--- src/lcd_pkg.sv ---
// lcd_pkg: constants for the display driver command decoder
// assumes a byte receiver upstream that marks transfer start and each received byte
package lcd_pkg;
   localparam int CMD_CONT_BIT = 7;
   localparam logic [1:0] MODE_SET_CODE = 2'h2;
   localparam logic [3:0] DEV_SEL_CODE = 4'hc;
   localparam logic [4:0] BANK_SEL_CODE = 5'h1e;
   localparam logic [3:0] BLINK_CODE = 4'he;
   localparam logic [1:0] DRV_STATIC = 2'h1;
   localparam logic [1:0] DRV_MUX2 = 2'h2;
   localparam logic [1:0] DRV_MUX3 = 2'h3;
   localparam logic [1:0] DRV_MUX4 = 2'h0;
   localparam int RAM_DEPTH = 40;
   localparam logic [5:0] RAM_LAST = 6'h27;
   // reset state of control fields
   localparam logic [1:0] RST_DRIVE_MODE = 2'h0;
   localparam logic RST_BIAS = 1'b0;
   localparam logic RST_DISP_EN = 1'b0;
   localparam logic RST_LOW_POWER = 1'b0;
   localparam logic [1:0] RST_BLINK_RATE = 2'h0;
   // blink dividers: display clock cycles per blink period
   localparam int BLINK_DIV_N1 = 92160;
   localparam int BLINK_DIV_N2 = 184320;
   localparam int BLINK_DIV_N3 = 368640;
   localparam int BLINK_DIV_P1 = 15360;
   localparam int BLINK_DIV_P2 = 30720;
   localparam int BLINK_DIV_P3 = 61440;
   typedef enum logic [1:0] {
      ST_CMD = 2'b01,
      ST_DATA = 2'b10
   } lcd_rx_state_t;
endpackage : lcd_pkg

--- src/lcd_cmd_decoder.sv ---
// lcd_cmd_decoder: command/data separation and control state of the display driver
// assumes a slave receiver delivering bytes with a one-cycle strobe after address match
// Summary of operation
// - bit 7 of each command byte is the continuation flag
// - flag one: next byte of the transfer is another command
// - flag zero: all later bytes until stop are display data
// - opcode 10 in bits 6:5 is mode set with power, enable, bias, mode
// - drive mode 01 static, 10 1:2, 11 1:3, 00 1:4
// - bias bit zero gives one-third, one gives one-half bias
// - enable bit zero blanks display, one enables it
// - low-power bit zero normal, one power saving
// - bit 6 zero loads six-bit data pointer, valid 0 to 39
// - bits 6:3 1100 loads three-bit subaddress counter
// - bits 6:2 11110 bank select; bit 1 input bank, bit 0 output
// - input bank picks RAM bit 0/0-1 or 2/2-3 for writes
// - output bank picks RAM bit 0/0-1 or 2/2-3 for display
// - bank select ignored in 1:3 and 1:4 drive modes
// - bits 6:3 1110 is blink; bit 2 mode, bits 1:0 rate
// - blink rate 00 off, 01 to 11 settings one to three
// - blink mode one swaps displayed and alternate banks in static and 1:2 drive modes
// - execute commands, hold status, fill RAM in drive mode order
// - blink dividers differ for normal and power saving mode
// - pointer advances after each data byte; subaddress advances only when pointer wraps past 39
// - data acknowledged only on subaddress match, commands by all
`timescale 1ns/10ps
`default_nettype none
module lcd_cmd_decoder #(
   parameter int RAM_DEPTH = lcd_pkg::RAM_DEPTH,
   parameter int BLINK_N1 = lcd_pkg::BLINK_DIV_N1,
   parameter int BLINK_N2 = lcd_pkg::BLINK_DIV_N2,
   parameter int BLINK_N3 = lcd_pkg::BLINK_DIV_N3,
   parameter int BLINK_P1 = lcd_pkg::BLINK_DIV_P1,
   parameter int BLINK_P2 = lcd_pkg::BLINK_DIV_P2,
   parameter int BLINK_P3 = lcd_pkg::BLINK_DIV_P3
) (
   input wire logic i_sys_clk, // display clock, 40 MHz
   input wire logic i_rst_n, // power-on reset, active low
   input wire logic i_xfer_start, // pulse: addressed transfer begins
   input wire logic i_byte_valid, // pulse: byte received
   input wire logic [7:0] i_byte, // received byte
   input wire logic [2:0] i_hw_subaddr, // subaddress pins, raw
   input wire logic [5:0] i_rd_addr, // display side RAM read address
   output logic o_ack, // pulse: byte to be acknowledged
   output logic o_low_power, // power saving mode
   output logic o_disp_en, // display enabled
   output logic o_bias_half, // one-half bias selected
   output logic [1:0] o_drive_mode, // multiplex mode field
   output logic [5:0] o_ram_ptr, // data pointer
   output logic [2:0] o_subaddr, // subaddress counter
   output logic o_in_bank, // input bank
   output logic o_out_bank, // effective output bank
   output logic o_blink_mode, // alternate bank blinking
   output logic [1:0] o_blink_rate, // blink rate
   output logic o_blink_phase, // blink phase
   output logic o_blank, // blanked by disable or blink
   output logic [3:0] o_rd_data // RAM word at read address
);
   logic [3:0] ram_ff [RAM_DEPTH];
   logic [2:0] sa_meta_ff, sa_sync_ff;
   lcd_pkg::lcd_rx_state_t st_ff, nxt_st;
   logic low_power_sel_ff, nxt_low_power_sel;
   logic disp_en_ff, nxt_disp_en;
   logic bias_ff, nxt_bias;
   logic [1:0] drive_mode_ff, nxt_drive_mode;
   logic [5:0] ptr_ff, nxt_ptr;
   logic [2:0] subaddr_ff, nxt_subaddr;
   logic in_bank_ff, nxt_in_bank;
   logic out_bank_ff, nxt_out_bank;
   logic blink_mode_ff, nxt_blink_mode;
   logic [1:0] blink_rate_ff, nxt_blink_rate;
   logic ack_ff, nxt_ack;
   logic wr_en;
   logic blink_phase;
   logic out_bank_eff;
   logic blank_ff, out_bank_o_ff;
   logic [3:0] rd_ff;

   function automatic logic is_mode_set(input logic [7:0] b);
      return b[6:5] == lcd_pkg::MODE_SET_CODE;
   endfunction : is_mode_set

   function automatic logic bank_allowed(input logic [1:0] m);
      return (m == lcd_pkg::DRV_STATIC) || (m == lcd_pkg::DRV_MUX2);
   endfunction : bank_allowed

   // subaddress pins come from outside: two-stage sync
   always_ff @(posedge i_sys_clk or negedge i_rst_n) begin
      if (!i_rst_n) begin
         sa_meta_ff <= 3'h0;
         sa_sync_ff <= 3'h0;
      end else begin
         sa_meta_ff <= i_hw_subaddr;
         sa_sync_ff <= sa_meta_ff;
      end
   end

   always_comb begin
      nxt_st = st_ff;
      nxt_low_power_sel = low_power_sel_ff;
      nxt_disp_en = disp_en_ff;
      nxt_bias = bias_ff;
      nxt_drive_mode = drive_mode_ff;
      nxt_ptr = ptr_ff;
      nxt_subaddr = subaddr_ff;
      nxt_in_bank = in_bank_ff;
      nxt_out_bank = out_bank_ff;
      nxt_blink_mode = blink_mode_ff;
      nxt_blink_rate = blink_rate_ff;
      nxt_ack = 1'b0;
      wr_en = 1'b0;
      if (i_xfer_start) begin
         nxt_st = lcd_pkg::ST_CMD;
      end else if (i_byte_valid) begin
         case (st_ff)
            lcd_pkg::ST_CMD: begin
               nxt_ack = 1'b1;
               nxt_st = i_byte[lcd_pkg::CMD_CONT_BIT] ? lcd_pkg::ST_CMD : lcd_pkg::ST_DATA;
               if (is_mode_set(i_byte)) begin
                  nxt_low_power_sel = i_byte[4];
                  nxt_disp_en = i_byte[3];
                  nxt_bias = i_byte[2];
                  nxt_drive_mode = i_byte[1:0];
               end else if (!i_byte[6]) begin
                  nxt_ptr = i_byte[5:0];
               end else if (i_byte[6:3] == lcd_pkg::DEV_SEL_CODE) begin
                  nxt_subaddr = i_byte[2:0];
               end else if (i_byte[6:2] == lcd_pkg::BANK_SEL_CODE) begin
                  // bank select gated by drive mode
                  if (bank_allowed(drive_mode_ff)) begin
                     nxt_in_bank = i_byte[1];
                     nxt_out_bank = i_byte[0];
                  end
               end else if (i_byte[6:3] == lcd_pkg::BLINK_CODE) begin
                  nxt_blink_mode = i_byte[2];
                  nxt_blink_rate = i_byte[1:0];
               end
            end
            lcd_pkg::ST_DATA: begin
               wr_en = (subaddr_ff == sa_sync_ff) && (ptr_ff <= lcd_pkg::RAM_LAST);
               nxt_ack = (subaddr_ff == sa_sync_ff);
               if (ptr_ff >= lcd_pkg::RAM_LAST) begin
                  nxt_ptr = 6'h0;
                  nxt_subaddr = subaddr_ff + 3'h1;
               end else begin
                  nxt_ptr = ptr_ff + 6'h1;
               end
            end
            default: nxt_st = lcd_pkg::ST_CMD;
         endcase
      end
   end

   always_ff @(posedge i_sys_clk or negedge i_rst_n) begin
      if (!i_rst_n) begin
         st_ff <= lcd_pkg::ST_CMD;
         low_power_sel_ff <= lcd_pkg::RST_LOW_POWER;
         disp_en_ff <= lcd_pkg::RST_DISP_EN;
         bias_ff <= lcd_pkg::RST_BIAS;
         drive_mode_ff <= lcd_pkg::RST_DRIVE_MODE;
         ptr_ff <= 6'h0;
         subaddr_ff <= 3'h0;
         in_bank_ff <= 1'b0;
         out_bank_ff <= 1'b0;
         blink_mode_ff <= 1'b0;
         blink_rate_ff <= lcd_pkg::RST_BLINK_RATE;
         ack_ff <= 1'b0;
      end else begin
         st_ff <= nxt_st;
         low_power_sel_ff <= nxt_low_power_sel;
         disp_en_ff <= nxt_disp_en;
         bias_ff <= nxt_bias;
         drive_mode_ff <= nxt_drive_mode;
         ptr_ff <= nxt_ptr;
         subaddr_ff <= nxt_subaddr;
         in_bank_ff <= nxt_in_bank;
         out_bank_ff <= nxt_out_bank;
         blink_mode_ff <= nxt_blink_mode;
         blink_rate_ff <= nxt_blink_rate;
         ack_ff <= nxt_ack;
      end
   end

   // RAM fill in drive mode order; input bank lanes
   always_ff @(posedge i_sys_clk) begin
      if (wr_en) begin
         case (drive_mode_ff)
            lcd_pkg::DRV_STATIC: ram_ff[ptr_ff][{in_bank_ff, 1'b0}] <= i_byte[7];
            lcd_pkg::DRV_MUX2: begin
               ram_ff[ptr_ff][{in_bank_ff, 1'b0}] <= i_byte[7];
               ram_ff[ptr_ff][{in_bank_ff, 1'b1}] <= i_byte[6];
            end
            default: ram_ff[ptr_ff] <= i_byte[7:4];
         endcase
      end
   end

   lcd_blink_gen #(
      .DIV_N1(BLINK_N1),
      .DIV_N2(BLINK_N2),
      .DIV_N3(BLINK_N3),
      .DIV_P1(BLINK_P1),
      .DIV_P2(BLINK_P2),
      .DIV_P3(BLINK_P3)
   ) u_blink (
      .i_sys_clk(i_sys_clk),
      .i_rst_n(i_rst_n),
      .i_rate(blink_rate_ff),
      .i_low_power(low_power_sel_ff),
      .o_phase(blink_phase)
   );

   // output bank; alternate bank blinking swaps banks in static and 1:2 modes
   assign out_bank_eff = out_bank_ff ^ (blink_mode_ff && blink_phase && bank_allowed(drive_mode_ff));

   always_ff @(posedge i_sys_clk or negedge i_rst_n) begin
      if (!i_rst_n) begin
         blank_ff <= 1'b1;
         out_bank_o_ff <= 1'b0;
         rd_ff <= 4'h0;
      end else begin
         // blank when disabled or in normal blink off-phase
         blank_ff <= !disp_en_ff || (!blink_mode_ff && blink_phase);
         out_bank_o_ff <= out_bank_eff;
         rd_ff <= (i_rd_addr <= lcd_pkg::RAM_LAST) ? ram_ff[i_rd_addr] : 4'h0;
      end
   end

   assign o_ack = ack_ff;
   assign o_low_power = low_power_sel_ff;
   assign o_disp_en = disp_en_ff;
   assign o_bias_half = bias_ff;
   assign o_drive_mode = drive_mode_ff;
   assign o_ram_ptr = ptr_ff;
   assign o_subaddr = subaddr_ff;
   assign o_in_bank = in_bank_ff;
   assign o_out_bank = out_bank_o_ff;
   assign o_blink_mode = blink_mode_ff;
   assign o_blink_rate = blink_rate_ff;
   assign o_blink_phase = blink_phase;
   assign o_blank = blank_ff;
   assign o_rd_data = rd_ff;

   a_cont_to_data: assert property (@(posedge i_sys_clk) disable iff (!i_rst_n)
      (i_byte_valid && !i_xfer_start && st_ff == lcd_pkg::ST_CMD && !i_byte[7]) |=> st_ff == lcd_pkg::ST_DATA)
      else $error("cleared flag did not end commands");
   a_cont_stays_cmd: assert property (@(posedge i_sys_clk) disable iff (!i_rst_n)
      (i_byte_valid && !i_xfer_start && st_ff == lcd_pkg::ST_CMD && i_byte[7]) |=> st_ff == lcd_pkg::ST_CMD)
      else $error("set flag left command phase");
   a_mode_set_load: assert property (@(posedge i_sys_clk) disable iff (!i_rst_n)
      (i_byte_valid && !i_xfer_start && st_ff == lcd_pkg::ST_CMD && i_byte[6:5] == 2'h2)
      |=> (drive_mode_ff == $past(i_byte[1:0]) && low_power_sel_ff == $past(i_byte[4])
           && disp_en_ff == $past(i_byte[3]) && bias_ff == $past(i_byte[2])))
      else $error("mode set fields not loaded");
   a_ptr_load: assert property (@(posedge i_sys_clk) disable iff (!i_rst_n)
      (i_byte_valid && !i_xfer_start && st_ff == lcd_pkg::ST_CMD && !i_byte[6]) |=> ptr_ff == $past(i_byte[5:0]))
      else $error("data pointer not loaded");
   a_subaddr_load: assert property (@(posedge i_sys_clk) disable iff (!i_rst_n)
      (i_byte_valid && !i_xfer_start && st_ff == lcd_pkg::ST_CMD && i_byte[6:3] == 4'hc)
      |=> subaddr_ff == $past(i_byte[2:0])) else $error("subaddress not loaded");
   a_bank_blocked: assert property (@(posedge i_sys_clk) disable iff (!i_rst_n)
      (i_byte_valid && st_ff == lcd_pkg::ST_CMD && !bank_allowed(drive_mode_ff))
      |=> $stable(in_bank_ff) && $stable(out_bank_ff)) else $error("bank changed in 1:3 or 1:4");
   a_blink_load: assert property (@(posedge i_sys_clk) disable iff (!i_rst_n)
      (i_byte_valid && !i_xfer_start && st_ff == lcd_pkg::ST_CMD && i_byte[6:3] == 4'he)
      |=> blink_rate_ff == $past(i_byte[1:0]) && blink_mode_ff == $past(i_byte[2]))
      else $error("blink fields not loaded");
   a_data_advance: assert property (@(posedge i_sys_clk) disable iff (!i_rst_n)
      (i_byte_valid && !i_xfer_start && st_ff == lcd_pkg::ST_DATA && ptr_ff < lcd_pkg::RAM_LAST)
      |=> ptr_ff == $past(ptr_ff) + 6'h1 && $stable(subaddr_ff)) else $error("pointer did not advance");
   a_data_wrap: assert property (@(posedge i_sys_clk) disable iff (!i_rst_n)
      (i_byte_valid && !i_xfer_start && st_ff == lcd_pkg::ST_DATA && ptr_ff >= lcd_pkg::RAM_LAST)
      |=> ptr_ff == 6'h0 && subaddr_ff == $past(subaddr_ff) + 3'h1) else $error("pointer did not wrap");
   a_data_ack: assert property (@(posedge i_sys_clk) disable iff (!i_rst_n)
      (i_byte_valid && !i_xfer_start && st_ff == lcd_pkg::ST_DATA && subaddr_ff != sa_sync_ff) |=> !ack_ff)
      else $error("data acknowledged by wrong subaddress");
   a_cmd_ack_all: assert property (@(posedge i_sys_clk) disable iff (!i_rst_n)
      (i_byte_valid && !i_xfer_start && st_ff == lcd_pkg::ST_CMD) |=> ack_ff)
      else $error("command byte not acknowledged");
   a_data_write: assert property (@(posedge i_sys_clk) disable iff (!i_rst_n)
      wr_en |-> (subaddr_ff == sa_sync_ff)) else $error("write to foreign subaddress");
   a_blank_off: assert property (@(posedge i_sys_clk) disable iff (!i_rst_n)
      !disp_en_ff |=> blank_ff) else $error("disabled display not blanked");
   a_out_bank_fix: assert property (@(posedge i_sys_clk) disable iff (!i_rst_n)
      !blink_mode_ff |=> out_bank_o_ff == $past(out_bank_ff)) else $error("output bank not followed");
endmodule : lcd_cmd_decoder
`default_nettype wire

--- src/lcd_blink_gen.sv ---
// lcd_blink_gen: blink phase generator dividing the display clock
// assumes rate and power-saving selection come from the same clock domain
`timescale 1ns/10ps
`default_nettype none
module lcd_blink_gen #(
   parameter int DIV_N1 = lcd_pkg::BLINK_DIV_N1,
   parameter int DIV_N2 = lcd_pkg::BLINK_DIV_N2,
   parameter int DIV_N3 = lcd_pkg::BLINK_DIV_N3,
   parameter int DIV_P1 = lcd_pkg::BLINK_DIV_P1,
   parameter int DIV_P2 = lcd_pkg::BLINK_DIV_P2,
   parameter int DIV_P3 = lcd_pkg::BLINK_DIV_P3
) (
   input wire logic i_sys_clk, // display clock
   input wire logic i_rst_n, // async reset
   input wire logic [1:0] i_rate, // blink rate, 0 = off
   input wire logic i_low_power, // power saving divider set
   output logic o_phase // toggles every half period
);
   logic [18:0] cnt_ff, nxt_cnt;
   logic phase_ff, nxt_phase;
   logic [18:0] half;

   always_comb begin
      case ({i_low_power, i_rate})
         3'h1: half = 19'(DIV_N1 / 2);
         3'h2: half = 19'(DIV_N2 / 2);
         3'h3: half = 19'(DIV_N3 / 2);
         3'h5: half = 19'(DIV_P1 / 2);
         3'h6: half = 19'(DIV_P2 / 2);
         3'h7: half = 19'(DIV_P3 / 2);
         default: half = 19'h1;
      endcase
   end

   always_comb begin
      nxt_cnt = cnt_ff + 19'h1;
      nxt_phase = phase_ff;
      if (i_rate == 2'h0) begin
         nxt_cnt = 19'h0;
         nxt_phase = 1'b0;
      end else if (nxt_cnt >= half) begin
         nxt_cnt = 19'h0;
         nxt_phase = ~phase_ff;
      end
   end

   always_ff @(posedge i_sys_clk or negedge i_rst_n) begin
      if (!i_rst_n) begin
         cnt_ff <= 19'h0;
         phase_ff <= 1'b0;
      end else begin
         cnt_ff <= nxt_cnt;
         phase_ff <= nxt_phase;
      end
   end

   assign o_phase = phase_ff;

   a_blink_off_low: assert property (@(posedge i_sys_clk) disable iff (!i_rst_n)
      (i_rate == 2'h0) |=> !phase_ff) else $error("blink phase active while off");
endmodule : lcd_blink_gen
`default_nettype wire

--- config.mk ---
export PLATFORM = sky130hd
export DESIGN_NAME = lcd_cmd_decoder
export DESIGN_NICKNAME = d
export VERILOG_FILES = /design/src/lcd_pkg.sv /design/src/lcd_cmd_decoder.sv /design/src/lcd_blink_gen.sv
export SDC_FILE = /design/constraint.sdc
export NUM_CORES = 1
export LEC_CHECK = 0
export ABC_AREA = 0
export BUFFER_PORTS_ARGS = -buffer_cell sky130_fd_sc_hd__clkbuf_2
export CAP_MARGIN = 20
export CORE_MARGIN = 2
export CORE_UTILIZATION = 35
export CTS_BUF_LIST = sky130_fd_sc_hd__clkbuf_2
export CTS_CLUSTER_SIZE = 25
export DETAILED_ROUTE_END_ITERATION = 8
export GPL_TIMING_DRIVEN = 0
export SLEW_MARGIN = 20
export SYNTH_ARGS = -nofsm -noshare
export SYNTH_HDL_FRONTEND = slang
export SYNTH_SLANG_ARGS = --single-unit
--- constraint.sdc ---
create_clock -name i_sys_clk -period 3.4 [get_ports i_sys_clk]
set_input_delay 0.85 -clock i_sys_clk [delete_from_list [all_inputs] [get_ports i_sys_clk]]
set_output_delay 0.85 -clock i_sys_clk [all_outputs]
set_load 0.01 [all_outputs]
## Word-level counts from Yosys, hierarchy flattened

Memory sizes are Yosys's and may differ from the RTL's.
Cells that the tools add are included.
Widths: inputs -> output; s select.

- Register bits after elaboration: 54
- RAM bits: 160
- Input bits: 21
- Output and inout port bits: 26
- Memories kept: 1

Memory list:

| memory | words | bits a word | read ports | clocked after memory_dff | write ports | line | text |
|---|---|---|---|---|---|---|---|
| ram_ff | 40 | 4 | 1 | 0 | 1 | lcd_cmd_decoder.sv:58 | `logic [3:0] ram_ff [RAM_DEPTH];` |

- $add $sub $neg: 3
- $lt $le $gt $ge: 8
- Eq/ne operators: 21
- Mux-type cells: 45
- Bitwise operators: 12
- Reduce and logical (&&, ||, !) cells: 21

Operators by type and width:

| operator | count |
|---|---|
| $pmux 18 s6 | 1 |
| $mux 19 | 2 |
| $mux 1 | 22 |
| $add 19x1->19 const B | 1 |
| $ge 19x18->1 | 1 |
| $mux 6 | 3 |
| $reduce_and 8->1 | 2 |
| $le 6x6->1 const B | 2 |
| $mux 2 | 6 |
| $mux 3 | 4 |
| $ne 2x2->1 const B | 6 |
| $pmux 6 s2 | 1 |
| $eq 3x3->1 const B | 3 |
| $eq 4x4->1 const B | 2 |
| $reduce_and 7->1 | 1 |
| $add 6x1->6 const B | 1 |
| $eq 2x2->1 const B | 3 |
| $eq 3x2->1 const B | 2 |
| $ge 6x6->1 const B | 1 |
| $logic_and 1x1->1 | 6 |
| $lt 2x3->1 const B | 2 |
| $or 1x1->1 | 6 |
| $pmux 3 s2 | 1 |
| $reduce_bool 2->1 | 3 |
| other kinds (19) | 28 |

## Depth between registers and ports, before layout

Gate-level depths: netlist of the first run.

- Word-level depth: 9
- Gate-level depth with buffers: 14
- Mapped depth without buffers: 12

## Cells and area by module

Synthesis of the first run repeated with hierarchy kept, for this count alone.

- Cell total of the unflattened synthesis: 801
- Area total of the unflattened synthesis: 10163.5 um^2

By module, submodules not included:

| module | times used | cells each | area an instance (um^2) |
|---|---|---|---|
| lcd_cmd_decoder | 1 | 655 | 8763.4 |
| lcd_blink_gen | 1 | 146 | 1400.1 |

## Worst setup path after synthesis of the first run

No wires, ideal clock.

- Path kind: flip-flop to flip-flop
- Start point: register u_blink.cnt_ff[0]
- End point: register u_blink.phase_ff (netlist: u_blink.o_phase)
- Arrival time: 2.601 ns
- Path slack: 0.675 ns
- Stages on the path, launching flop included: 12
- Buffers on the path: 1
- Period minus slack after synthesis: 2.725 ns
- Cells stage by stage: dfrtp_1 ha_1 buf_2 and3_1 nand4_2 nor2_1 xnor2_1 ha_1 a21o_1 a211oi_1 nand4_4 mux2_2

- Cells in the longest elaborated chain, start to end: 3

Ends and longest elaborated chain:

| item | line | text |
|---|---|---|
| start: declaration | lcd_blink_gen.sv:19 | `logic [18:0] cnt_ff, nxt_cnt;` |
| start signal: assignment | lcd_blink_gen.sv:52 | `cnt_ff <= nxt_cnt;` |
| $add 19x1->19 | lcd_blink_gen.sv:36 | `nxt_cnt = cnt_ff + 19'h1;` |
| $ge 19x18->1 | lcd_blink_gen.sv:41 | `end else if (nxt_cnt >= half) begin` |
| $reduce_bool 2->1 (no line) | -- |  |
| end signal: assignment | lcd_blink_gen.sv:53 | `phase_ff <= nxt_phase;` |
| end: declaration | lcd_blink_gen.sv:20 | `logic phase_ff, nxt_phase;` |

No other way between the ends.
A chain may end at the register's enable or synchronous reset.

## Final worst setup path of the first run

- Start point: register u_blink.cnt_ff[1]
- End point: register u_blink.phase_ff (netlist: u_blink.o_phase)

The elaborated chain is that of the path after synthesis.

==> results of run 1 <==
metrics by stage:
step | total power, uW | setup slack, ns | area [um^2] | std cells
6_report | 5530 | 0.287 | 11200 | 1332
5_1_grt | 5800 | 0.0127 | 11200 | 1332
4_1_cts | 5570 | 0.163 | 11200 | 1330
3_5_place_dp | 3820 | 0.145 | 10700 | 1225
3_3_place_gp | 3810 | 0.176 | 10700 | 1224
2_1_floorplan | 3510 | 0.675 | 9970 | 802
power breakdown:
part	leakage [uW]	switching, uW	internal, uW
logic	0.00142	516	287
registers	0.00213	75.9	2890
clock network	0.000388	1070	680
kinds of logic (layout without fill, tap and decap cells):
family,Yosys count,after routing,share of synthesized area [%]
AND/OR/NAND/NOR,354,354,15.5
XOR/XNOR,24,24,2.11
buffers and inverters,59,210,2.59
adder cells (fa/ha/maj),17,17,2.13
other,1,2,0.0376
AO/OA/AOI/OAI,75,75,4.52
flip-flops,214,214,61.8
multiplexers,58,58,11.4
flip-flops by register name, summed over array words and instances (netlist names), 2 cells and up:
register	flops
o_subaddr	3
u_blink.cnt_ff	19
o_drive_mode	2
o_blink_rate	2
sa_meta_ff	3
o_rd_data	4
o_ram_ptr	6
st_ff	2
sa_sync_ff	3
ram_ff	160
cell usage in the layout, fill, tap and decap left out, types with 4 or more instances in the layout:
master / count
nand3_1: 18
nor2_1: 198
xnor2_1: 11
buf_2: 5
clkbuf_2: 130
mux2i_1: 4
nand2_1: 76
edfxtp_1: 160
clkinv_1: 14
buf_4: 4
a31oi_1: 9
mux4_2: 39
clkbuf_1: 30
mux2_2: 12
a22oi_1: 6
xor2_1: 13
nand4_1: 7
o21ai_0: 23
nor2b_1: 14
ha_1: 17
dfrtp_1: 51
nor3_1: 9
and2_1: 4
inv_1: 15
and3_1: 6
a21oi_1: 21
repair_timing:
| action | in CTS | in global routing |
|---|---|---|
| setup endpoints to repair | 0 | 8 |
| resized for setup | 0 | 2 |
| hold buffers | 1 | 0 |
| hold endpoints to repair | 9 | 0 |
layout make-up:
cell class | instances | area share, %
Antenna cell | 1 | 0.0223
Tap cell | 378 | 4.21
Inverter | 15 | 0.501
Multi-Input combinational cell | 529 | 31.8
Timing Repair Buffer | 47 | 2.36
Sequential cell | 214 | 54.8
Clock buffer | 86 | 3.83
Buffer | 44 | 1.79
Clock inverter | 18 | 0.724
metal layers:
metal  wire length, um  track usage (%)  share of wire (%)  up-vias
li1                  -                -                  -     3133
met1             10300             21.5                 45     3281
met2             10400             23.6                 46      231
met3              1640             3.78                7.2       38
met4               537             5.72                2.3        0
met5                 0                0                  0        -
cells in the mapped netlist (5+ instances only):
library cell and n:
a21oi_1 21, mux2_2 12, buf_2 5, ha_1 17, inv_1 15, edfxtp_1 160
xor2_1 13, nand2_1 76, a22oi_1 6, dfrtp_1 52, nor2b_1 14, nor3b_1 6
xnor2_1 11, nor3_1 9, and3_1 6, a31oi_1 9, nand3_1 18, mux4_2 39
clkbuf_1 30, o21ai_0 23, nand4_1 7, nor2_1 198
worst max path at each step:
| stage | startpoint | slack (ns) | end |
|---|---|---|---|
| after floorplan | u_blink.cnt_ff[0]$_DFF_PN0_ | 0.67 | u_blink.o_phase$_DFFE_PN0P_ |
| after global placement | i_rd_addr[1] | 0.18 | o_rd_data[1]$_DFF_PN0_ |
| after detailed placement | i_rd_addr[1] | 0.15 | o_rd_data[1]$_DFF_PN0_ |
| after CTS | u_blink.cnt_ff[0]$_DFF_PN0_ | 0.16 | u_blink.cnt_ff[6]$_DFF_PN0_ |
| after global routing | u_blink.cnt_ff[0]$_DFF_PN0_ | 0.01 | u_blink.o_phase$_DFFE_PN0P_ |
| final | u_blink.cnt_ff[1]$_DFF_PN0_ | 0.29 | u_blink.o_phase$_DFFE_PN0P_ |
==> reports/results.ini, run 1 <==
[run_status]
status=finished clean

[logic_synthesis]
yosys-top-cells-area=edfxtp_1 (48%), dfrtp_1 (13%), mux4_2 (8.8%), nor2_1 (7.5%), nand2_1 (2.9%)
ys_async_sr_fraction_pct=25.2
synth.distinct_cells=52
synth_seq_cells=214
synthCells=802
synth_flop_cell=edfxtp_1
synthDominantCellAreaShare_pct=48.2
synth.avg_cell_area_um2=12.4
ys_seq_area_share_pct=61.8
synth_edf_count=160
yosysWarnings=0
synth_top_area_cell=edfxtp_1
syn_area_um2=9970
syn-num-nets=840

[global_routing]
grt_max_degree=46
overflow=0
grt_use_total_pct=15.4
grt_first_pass_wirelength_mm=36.2
grt_pass1_vias=6665
antenna_found_initial=1

[setup_path]
cp_max_fo=10
cp.depth=13
crit_path_max_incr_delay_ns=0.41
r2r-start=u_blink.cnt_ff[1]$_DFF_PN0_
arrival_ns=3.80
setup.worst_path.class=register to register
worst_path_max_delay_cell=dfrtp_1
r2r_slack_ns=0.29
worstPathCellList=ha_1 > buf_2 > and3_1 > nand4_2 > nor2_1 > xnor2_1 > ha_1 > nand3_1 > nor2_1 > nand4_1 > a31o_2 > nand4_4 > mux2_2
critPathTopFamily=simple AND/OR/NAND/NOR gates
worst-path-buf-inv=1
required_ns=4.09
reg2reg_depth=13
cp-start-kind=register
timing.rr.end=u_blink.o_phase$_DFFE_PN0P_
critPathCaptureType=register

[cts]
cts_root_buf=clkbuf_2
h-tree-depth=2
clock-sinks=214
clock_latency_ns=0.87
tritoncts=yes
cts_made_buffers=55
cts_max_path_buffers=3
clk_pin_slew_worst_paths_ns=0.11
postCtsSetupBuffers=0

[sta]
relSlewSlack_pct=30.5
period_needed_ns=3.11
max_freq_ghz=0.321
rsz0062_at_grt=false
tightestPinTransition_ns=1.03
slew_viol_final=0
setup_viol=0
whs_ns=0.134
period_share_pct=91.6
hold_viol_final=0
fin_tns_setup_ns=0
fin_worst_skew_ns=0.111

[final_layout]
multiInputGateArea_um2=3570
seqCellArea_um2=6160
area_delta_synth_final_pct=12.8
layout.nets=944
drive_above_1_share_pct=22.1
nFillCells=2729
utilization_pct=40.2

[routing]
firstDrtPassIters=5
antenna_left=0
drcViolationCount=0
wl_mm=22.9
via_per_inst=5.02
wl_per_cell_um=17.2
vias=6683
drt_iter0_drc=449

[run]
cap_viol_max_count=0

[die]
io-pin-count=47
die_y_um=173
core_area_um2=27900
rows=61
dieArea_um2=29800
start_util_pct=35.7
die_x_um=173

[power_and_ir_drop]
powerDensity_nw_per_um2=492
ir_worst_vdd_mv=0.285
p_leak_uw=0.00394

[placement]
detailed_place_hpwl_mm=15.8
place_congestion=0.812
port_buffers=44

[worst_hold_path]
hold_depth=1
holdPathEnd=sa_meta_ff[2]$_DFF_PN0_
hp-class=input pin to register
min_from=i_hw_subaddr[2]

No activity file was read; power rests on OpenSTA's default activity.
==> run 2, diff against run 1 <==
- CORE_MARGIN: 2 -> 5
==> run 2 against run 1 <==
Net effect:
- cell count fell by 0.30%
- count of clock-buffer cells in the layout rose by 4
- combinational power fell by 0.6%
- via count fell by 0.51%
- power fell by 0.36%
- sequential share of layout area rose by 0.055 points
- register-to-register slack got worse by 0.02 ns
- non-clock buffer count did not move
==> reports/results.ini, run 2 (synthesis results as in run 1) <==
[run_status]
status=finished clean

[die]
die_y_um=179
start_util_pct=35.7
dieArea_um2=31900
die_x_um=179
core_area_um2=27900
rows=61
io-pin-count=47

[setup_path]
cp_max_fo=10
r2r-start=u_blink.cnt_ff[0]$_DFF_PN0_
reg2reg_depth=14
critPathCaptureType=register
required_ns=4.03
cp-start-kind=register
timing.rr.end=u_blink.cnt_ff[8]$_DFF_PN0_
r2r_slack_ns=0.26
arrival_ns=3.77
setup.worst_path.class=register to register

[global_routing]
grt_max_degree=46
antenna_found_initial=1
grt_first_pass_wirelength_mm=37.3
grt_use_total_pct=15.0
grt_pass1_vias=6896
overflow=0

[run]
cap_viol_max_count=0

[worst_hold_path]
hp-class=input pin to register
holdPathEnd=sa_meta_ff[0]$_DFF_PN0_
min_from=i_hw_subaddr[0]
hold_depth=1

[cts]
h-tree-depth=2
cts_root_buf=clkbuf_2
cts_made_buffers=56
clk_pin_slew_worst_paths_ns=0.11
tritoncts=yes
clock-sinks=214
clock_latency_ns=0.86
cts_max_path_buffers=3

[sta]
period_share_pct=92.2
fin_ws_ns=0.264
tightestPinTransition_ns=1.17
period_needed_ns=3.14
whs_ns=0.108
hold_viol_final=0
fin_tns_setup_ns=0
slew_viol_final=0
relSlewSlack_pct=21.5
rsz0062_at_grt=false
fin_worst_skew_ns=0.142
setup_viol=0
max_freq_ghz=0.319

[placement]
detailed_place_hpwl_mm=15.9
place_congestion=0.804
dpl_cell_area_um2=10700
post-place-ws_ns=0.186
port_buffers=44

[final_layout]
area_delta_synth_final_pct=12.7
drive_above_1_share_pct=22.7
largest_reg_flops=160
layout.nets=945
layout_common_cells=nor2_1 (198), edfxtp_1 (160), clkbuf_2 (133), nand2_1 (76), dfrtp_1 (51)
regMostFlops=ram_ff
final_common_cell=nor2_1
finalInstanceArea_um2=11200

[routing]
antenna_left=0
firstDrtPassIters=5
drt_iter0_drc=480
vias=6649
wl_per_cell_um=17.4
via_per_inst=5.01
wl_mm=23.0
drcViolationCount=0

[power_and_ir_drop]
ir_worst_vdd_mv=0.327
powerDensity_nw_per_um2=490
p_leak_uw=0.00394

-- run 2: changes by cell type in the layout (fill, tap and decap cells not counted) --
cell,delta
and3_4,+1
inv_2,+1
and3_1,-1
clkinvlp_4,-2
a21oi_2,+1
nor3b_2,-1
a21oi_1,-1
clkbuf_2,+3
nor3b_1,+1
clkinv_1,-7
buf_4,+1
-- run 2: how the worst max path moves through the flow --
stage / from / endpoint / slack [ns] / cells after the start
2_1_floorplan: u_blink.cnt_ff[0]$_DFF_PN0_ / u_blink.o_phase$_DFFE_PN0P_ / 0.67 / 11
3_3_place_gp: i_rd_addr[1] / o_rd_data[1]$_DFF_PN0_ / 0.21 / 8
3_5_place_dp: i_rd_addr[1] / o_rd_data[1]$_DFF_PN0_ / 0.19 / 8
4_1_cts: u_blink.cnt_ff[0]$_DFF_PN0_ / u_blink.cnt_ff[5]$_DFF_PN0_ / 0.04 / 12
5_1_grt: u_blink.cnt_ff[2]$_DFF_PN0_ / u_blink.cnt_ff[3]$_DFF_PN0_ / 0.005 / 13
6_report: u_blink.cnt_ff[0]$_DFF_PN0_ / u_blink.cnt_ff[8]$_DFF_PN0_ / 0.26 / 14
-- run 2: what timing repair did --
action                                  in CTS  in global routing
hold buffers                                 1                  0
endpoints found under the hold margin        9                  0
endpoints found under the setup margin       0                 11
buffers inserted                             0                  1
resized for setup                            0                  4
-- run 2: cell type report --
cell class,instances,area (um^2)
Fill cell,2760,16700
Sequential cell,214,6160
Multi-Input combinational cell,529,3570
Tap cell,378,473
Clock buffer,90,450
Timing Repair Buffer,47,268
Buffer,44,201
Inverter,15,56.3
Clock inverter,10,43.8
Antenna cell,1,2.50
-- run 2: per-stage QoR --
| step | std cells | utilization, % | power (uW) |
|---|---|---|---|
| after floorplan | 802 | - | 3510 |
| after global placement | 1224 | 38.2 | 3810 |
| after detailed placement | 1225 | 38.3 | 3820 |
| after CTS | 1326 | 40.1 | 5570 |
| after global routing | 1328 | 40.2 | 5820 |
| final | 1328 | 40.2 | 5510 |
-- run 2: metal layers --
metal	GRT usage, %	vias up	share of wire, %
li1	-	3119	-
met1	20.9	3267	45
met2	22.8	208	45
met3	3.54	55	6.3
met4	5.85	0	2.9
met5	0	-	0
-- run 2: worst max-delay path, stage by stage, from the launching register on --
cell and delay, ns:
dfrtp_2 0.42, ha_1 0.15, buf_2 0.20, and3_4 0.23
nand4_2 0.18, nor2_1 0.17, xnor2_1 0.10, ha_1 0.31
nand3_1 0.11, nor2_1 0.19, nand4_1 0.15, a31o_2 0.26
nand4_4 0.17, buf_4 0.21, nor2_1 0.06
-- run 2: power by group --
part	total [uW]	internal [uW]	switching [uW]
clock network	1740	695	1050
logic	799	284	515
registers	2970	2890	74.6
total	5510	3870	1640
==> run 3, diff against run 2 <==
- CORE_UTILIZATION: 35 -> 56
- PLACE_DENSITY: default -> 0.74
==> run 3 against run 2 <==
Net effect:
- combinational power shrank 2%
- maximum frequency grew 0.42%
- via count grew 1.9%
- sequential share of layout area grew 1.3 points
- hold slack gained 0.065 ns
- sequential power is essentially flat
- first-iteration DRC count grew 14%
- clock skew shrank 0.076 ns
- cell area shrank 2.3%
- global-route usage grew 7.2 points
- non-clock buffer count shrank 1
- core utilization grew 23 points
==> reports/results.ini, run 3 (synthesis results as in run 1) <==
[run_status]
status=finished clean

[routing]
wl_mm=21.8
drt_iter0_drc=548
vias=6776
wl_per_cell_um=18.6
antenna_left=0
via_per_inst=5.79
firstDrtPassIters=5
drcViolationCount=0

[setup_path]
cp-start-kind=register
worst_path_max_delay_cell=dfrtp_2
reg2reg_depth=13
worstPathCellList=ha_1 > buf_2 > and3_1 > nand4_2 > nor2_1 > xor2_1 > ha_1 > nand3_1 > nor2_1 > nand4_1 > a31o_2 > nand4_4 > mux2_2
required_ns=4.06
arrival_ns=3.78
crit_path_max_incr_delay_ns=0.41
worst-path-buf-inv=1
critPathTopFamily=simple AND/OR/NAND/NOR gates
critPathCaptureType=register
cp_max_fo=10
setup.worst_path.class=register to register
cp.depth=13

[global_routing]
grt_max_degree=41
grt_use_total_pct=22.2
grt_first_pass_wirelength_mm=35.3
overflow=0
antenna_found_initial=1
grt_pass1_vias=6859

[placement]
place_inst=1072
detailed_place_hpwl_mm=15.0
place_congestion=0.858
port_buffers=44

[die]
dieArea_um2=20600
start_util_pct=57.4
die_y_um=143
io-pin-count=47
core_area_um2=17400
die_x_um=143
rows=48

[cts]
postCtsSetupBuffers=0
clock_latency_ns=0.81
clk_pin_slew_worst_paths_ns=0.10
clock-sinks=214
cts_root_buf=clkbuf_2
cts_max_path_buffers=3
h-tree-depth=2
cts_made_buffers=52
tritoncts=yes

[power_and_ir_drop]
powerDensity_nw_per_um2=492
p_leak_uw=0.00390
ir_worst_vdd_mv=0.319

[sta]
tightestPinTransition_ns=1.13
period_needed_ns=3.12
slew_viol_final=0
relSlewSlack_pct=24.1
hold_viol_final=0
max_freq_ghz=0.320
period_share_pct=91.8
setup_viol=0
fin_tns_setup_ns=0
whs_ns=0.173
fin_worst_skew_ns=0.0663
rsz0062_at_grt=false

[final_layout]
layout.cells.non_filler=1171
regMostFlops=ram_ff
drive_above_1_share_pct=21.3
layout.nets=940
area_delta_synth_final_pct=10.1
final_common_cell=nor2_1
multiInputGateArea_um2=3550
seqCellArea_um2=6160
layout_common_cells=nor2_1 (198), edfxtp_1 (160), clkbuf_2 (125), nand2_1 (76), dfrtp_1 (51)
nFillCells=1367
largest_reg_flops=160

[run]
cap_viol_max_count=0

[worst_hold_path]
hold_depth=1
hp-class=input pin to register

-- run 3: path summary, 6_finish.rpt --
kind,slack (ns),startpoint,to
max,0.28,u_blink.cnt_ff[0]$_DFF_PN0_,u_blink.o_phase$_DFFE_PN0P_
min,0.17,i_hw_subaddr[1],sa_meta_ff[1]$_DFF_PN0_
max reg2reg,0.28,u_blink.cnt_ff[0]$_DFF_PN0_,u_blink.o_phase$_DFFE_PN0P_
min reg2reg,0.34,sa_meta_ff[2]$_DFF_PN0_,sa_sync_ff[2]$_DFF_PN0_
max in group asynchronous,2.34,i_rst_n,st_ff[0]$_DFFE_PN1P_
min in group asynchronous,0.46,i_rst_n,u_blink.cnt_ff[15]$_DFF_PN0_
-- run 3: per-layer routing --
metal / routed length, um / global-route usage [%] / vias up
met2: 10000 / 33.9 / 306
met3: 2100 / 5.39 / 53
li1: - / - / 3117
met4: 505 / 7.04 / 0
met5: 0 / 0 / -
met1: 9230 / 31.8 / 3300
-- run 3: what timing repair did --
item | 4_1_cts | 5_1_grt
gates resized for setup | 0 | 1
setup endpoints to repair | 0 | 2
endpoints found under the hold margin | 16 | 0
hold buffers | 1 | 0
-- run 3: layout make-up --
class                   instances  area share [%]
diodes                          1          0.0228
plain buffers                  44            1.84
clock buffers                  82            3.74
clock inverters                15           0.513
inverters                      15           0.513
multi-input cells             529            32.4
flip-flops and latches        214            56.1
well taps                     225            2.56
repair buffers                 46            2.30
-- run 3: power breakdown --
group	total (uW)	switching, uW	leakage [uW]	internal [uW]
Combinational	786	505	0.00140	281
Clock	1650	1010	0.000369	636
Sequential	2960	72.3	0.00213	2890
Total	5400	1590	0.00390	3810
-- run 3: through the flow --
stage                     total power, uW  instance area [um^2]  setup slack, ns  util (%)
after floorplan                      3510                  9970            0.675         -
after global placement               3780                 10500            0.221      60.3
after detailed placement             3790                 10500            0.152      60.4
after CTS                            5420                 11000            0.248      63.2
after global routing                 5690                 11000           0.0366      63.2
final                                5400                 11000            0.277      63.2
-- run 3: worst reg2reg max path, stage by stage (launching register included) --
cell	delay (ns)
dfrtp_2	0.41
ha_1	0.15
buf_2	0.20
and3_1	0.26
nand4_2	0.19
nor2_1	0.20
xor2_1	0.12
ha_1	0.33
nand3_1	0.09
nor2_1	0.14
nand4_1	0.14
a31o_2	0.26
nand4_4	0.16
mux2_2	0.35
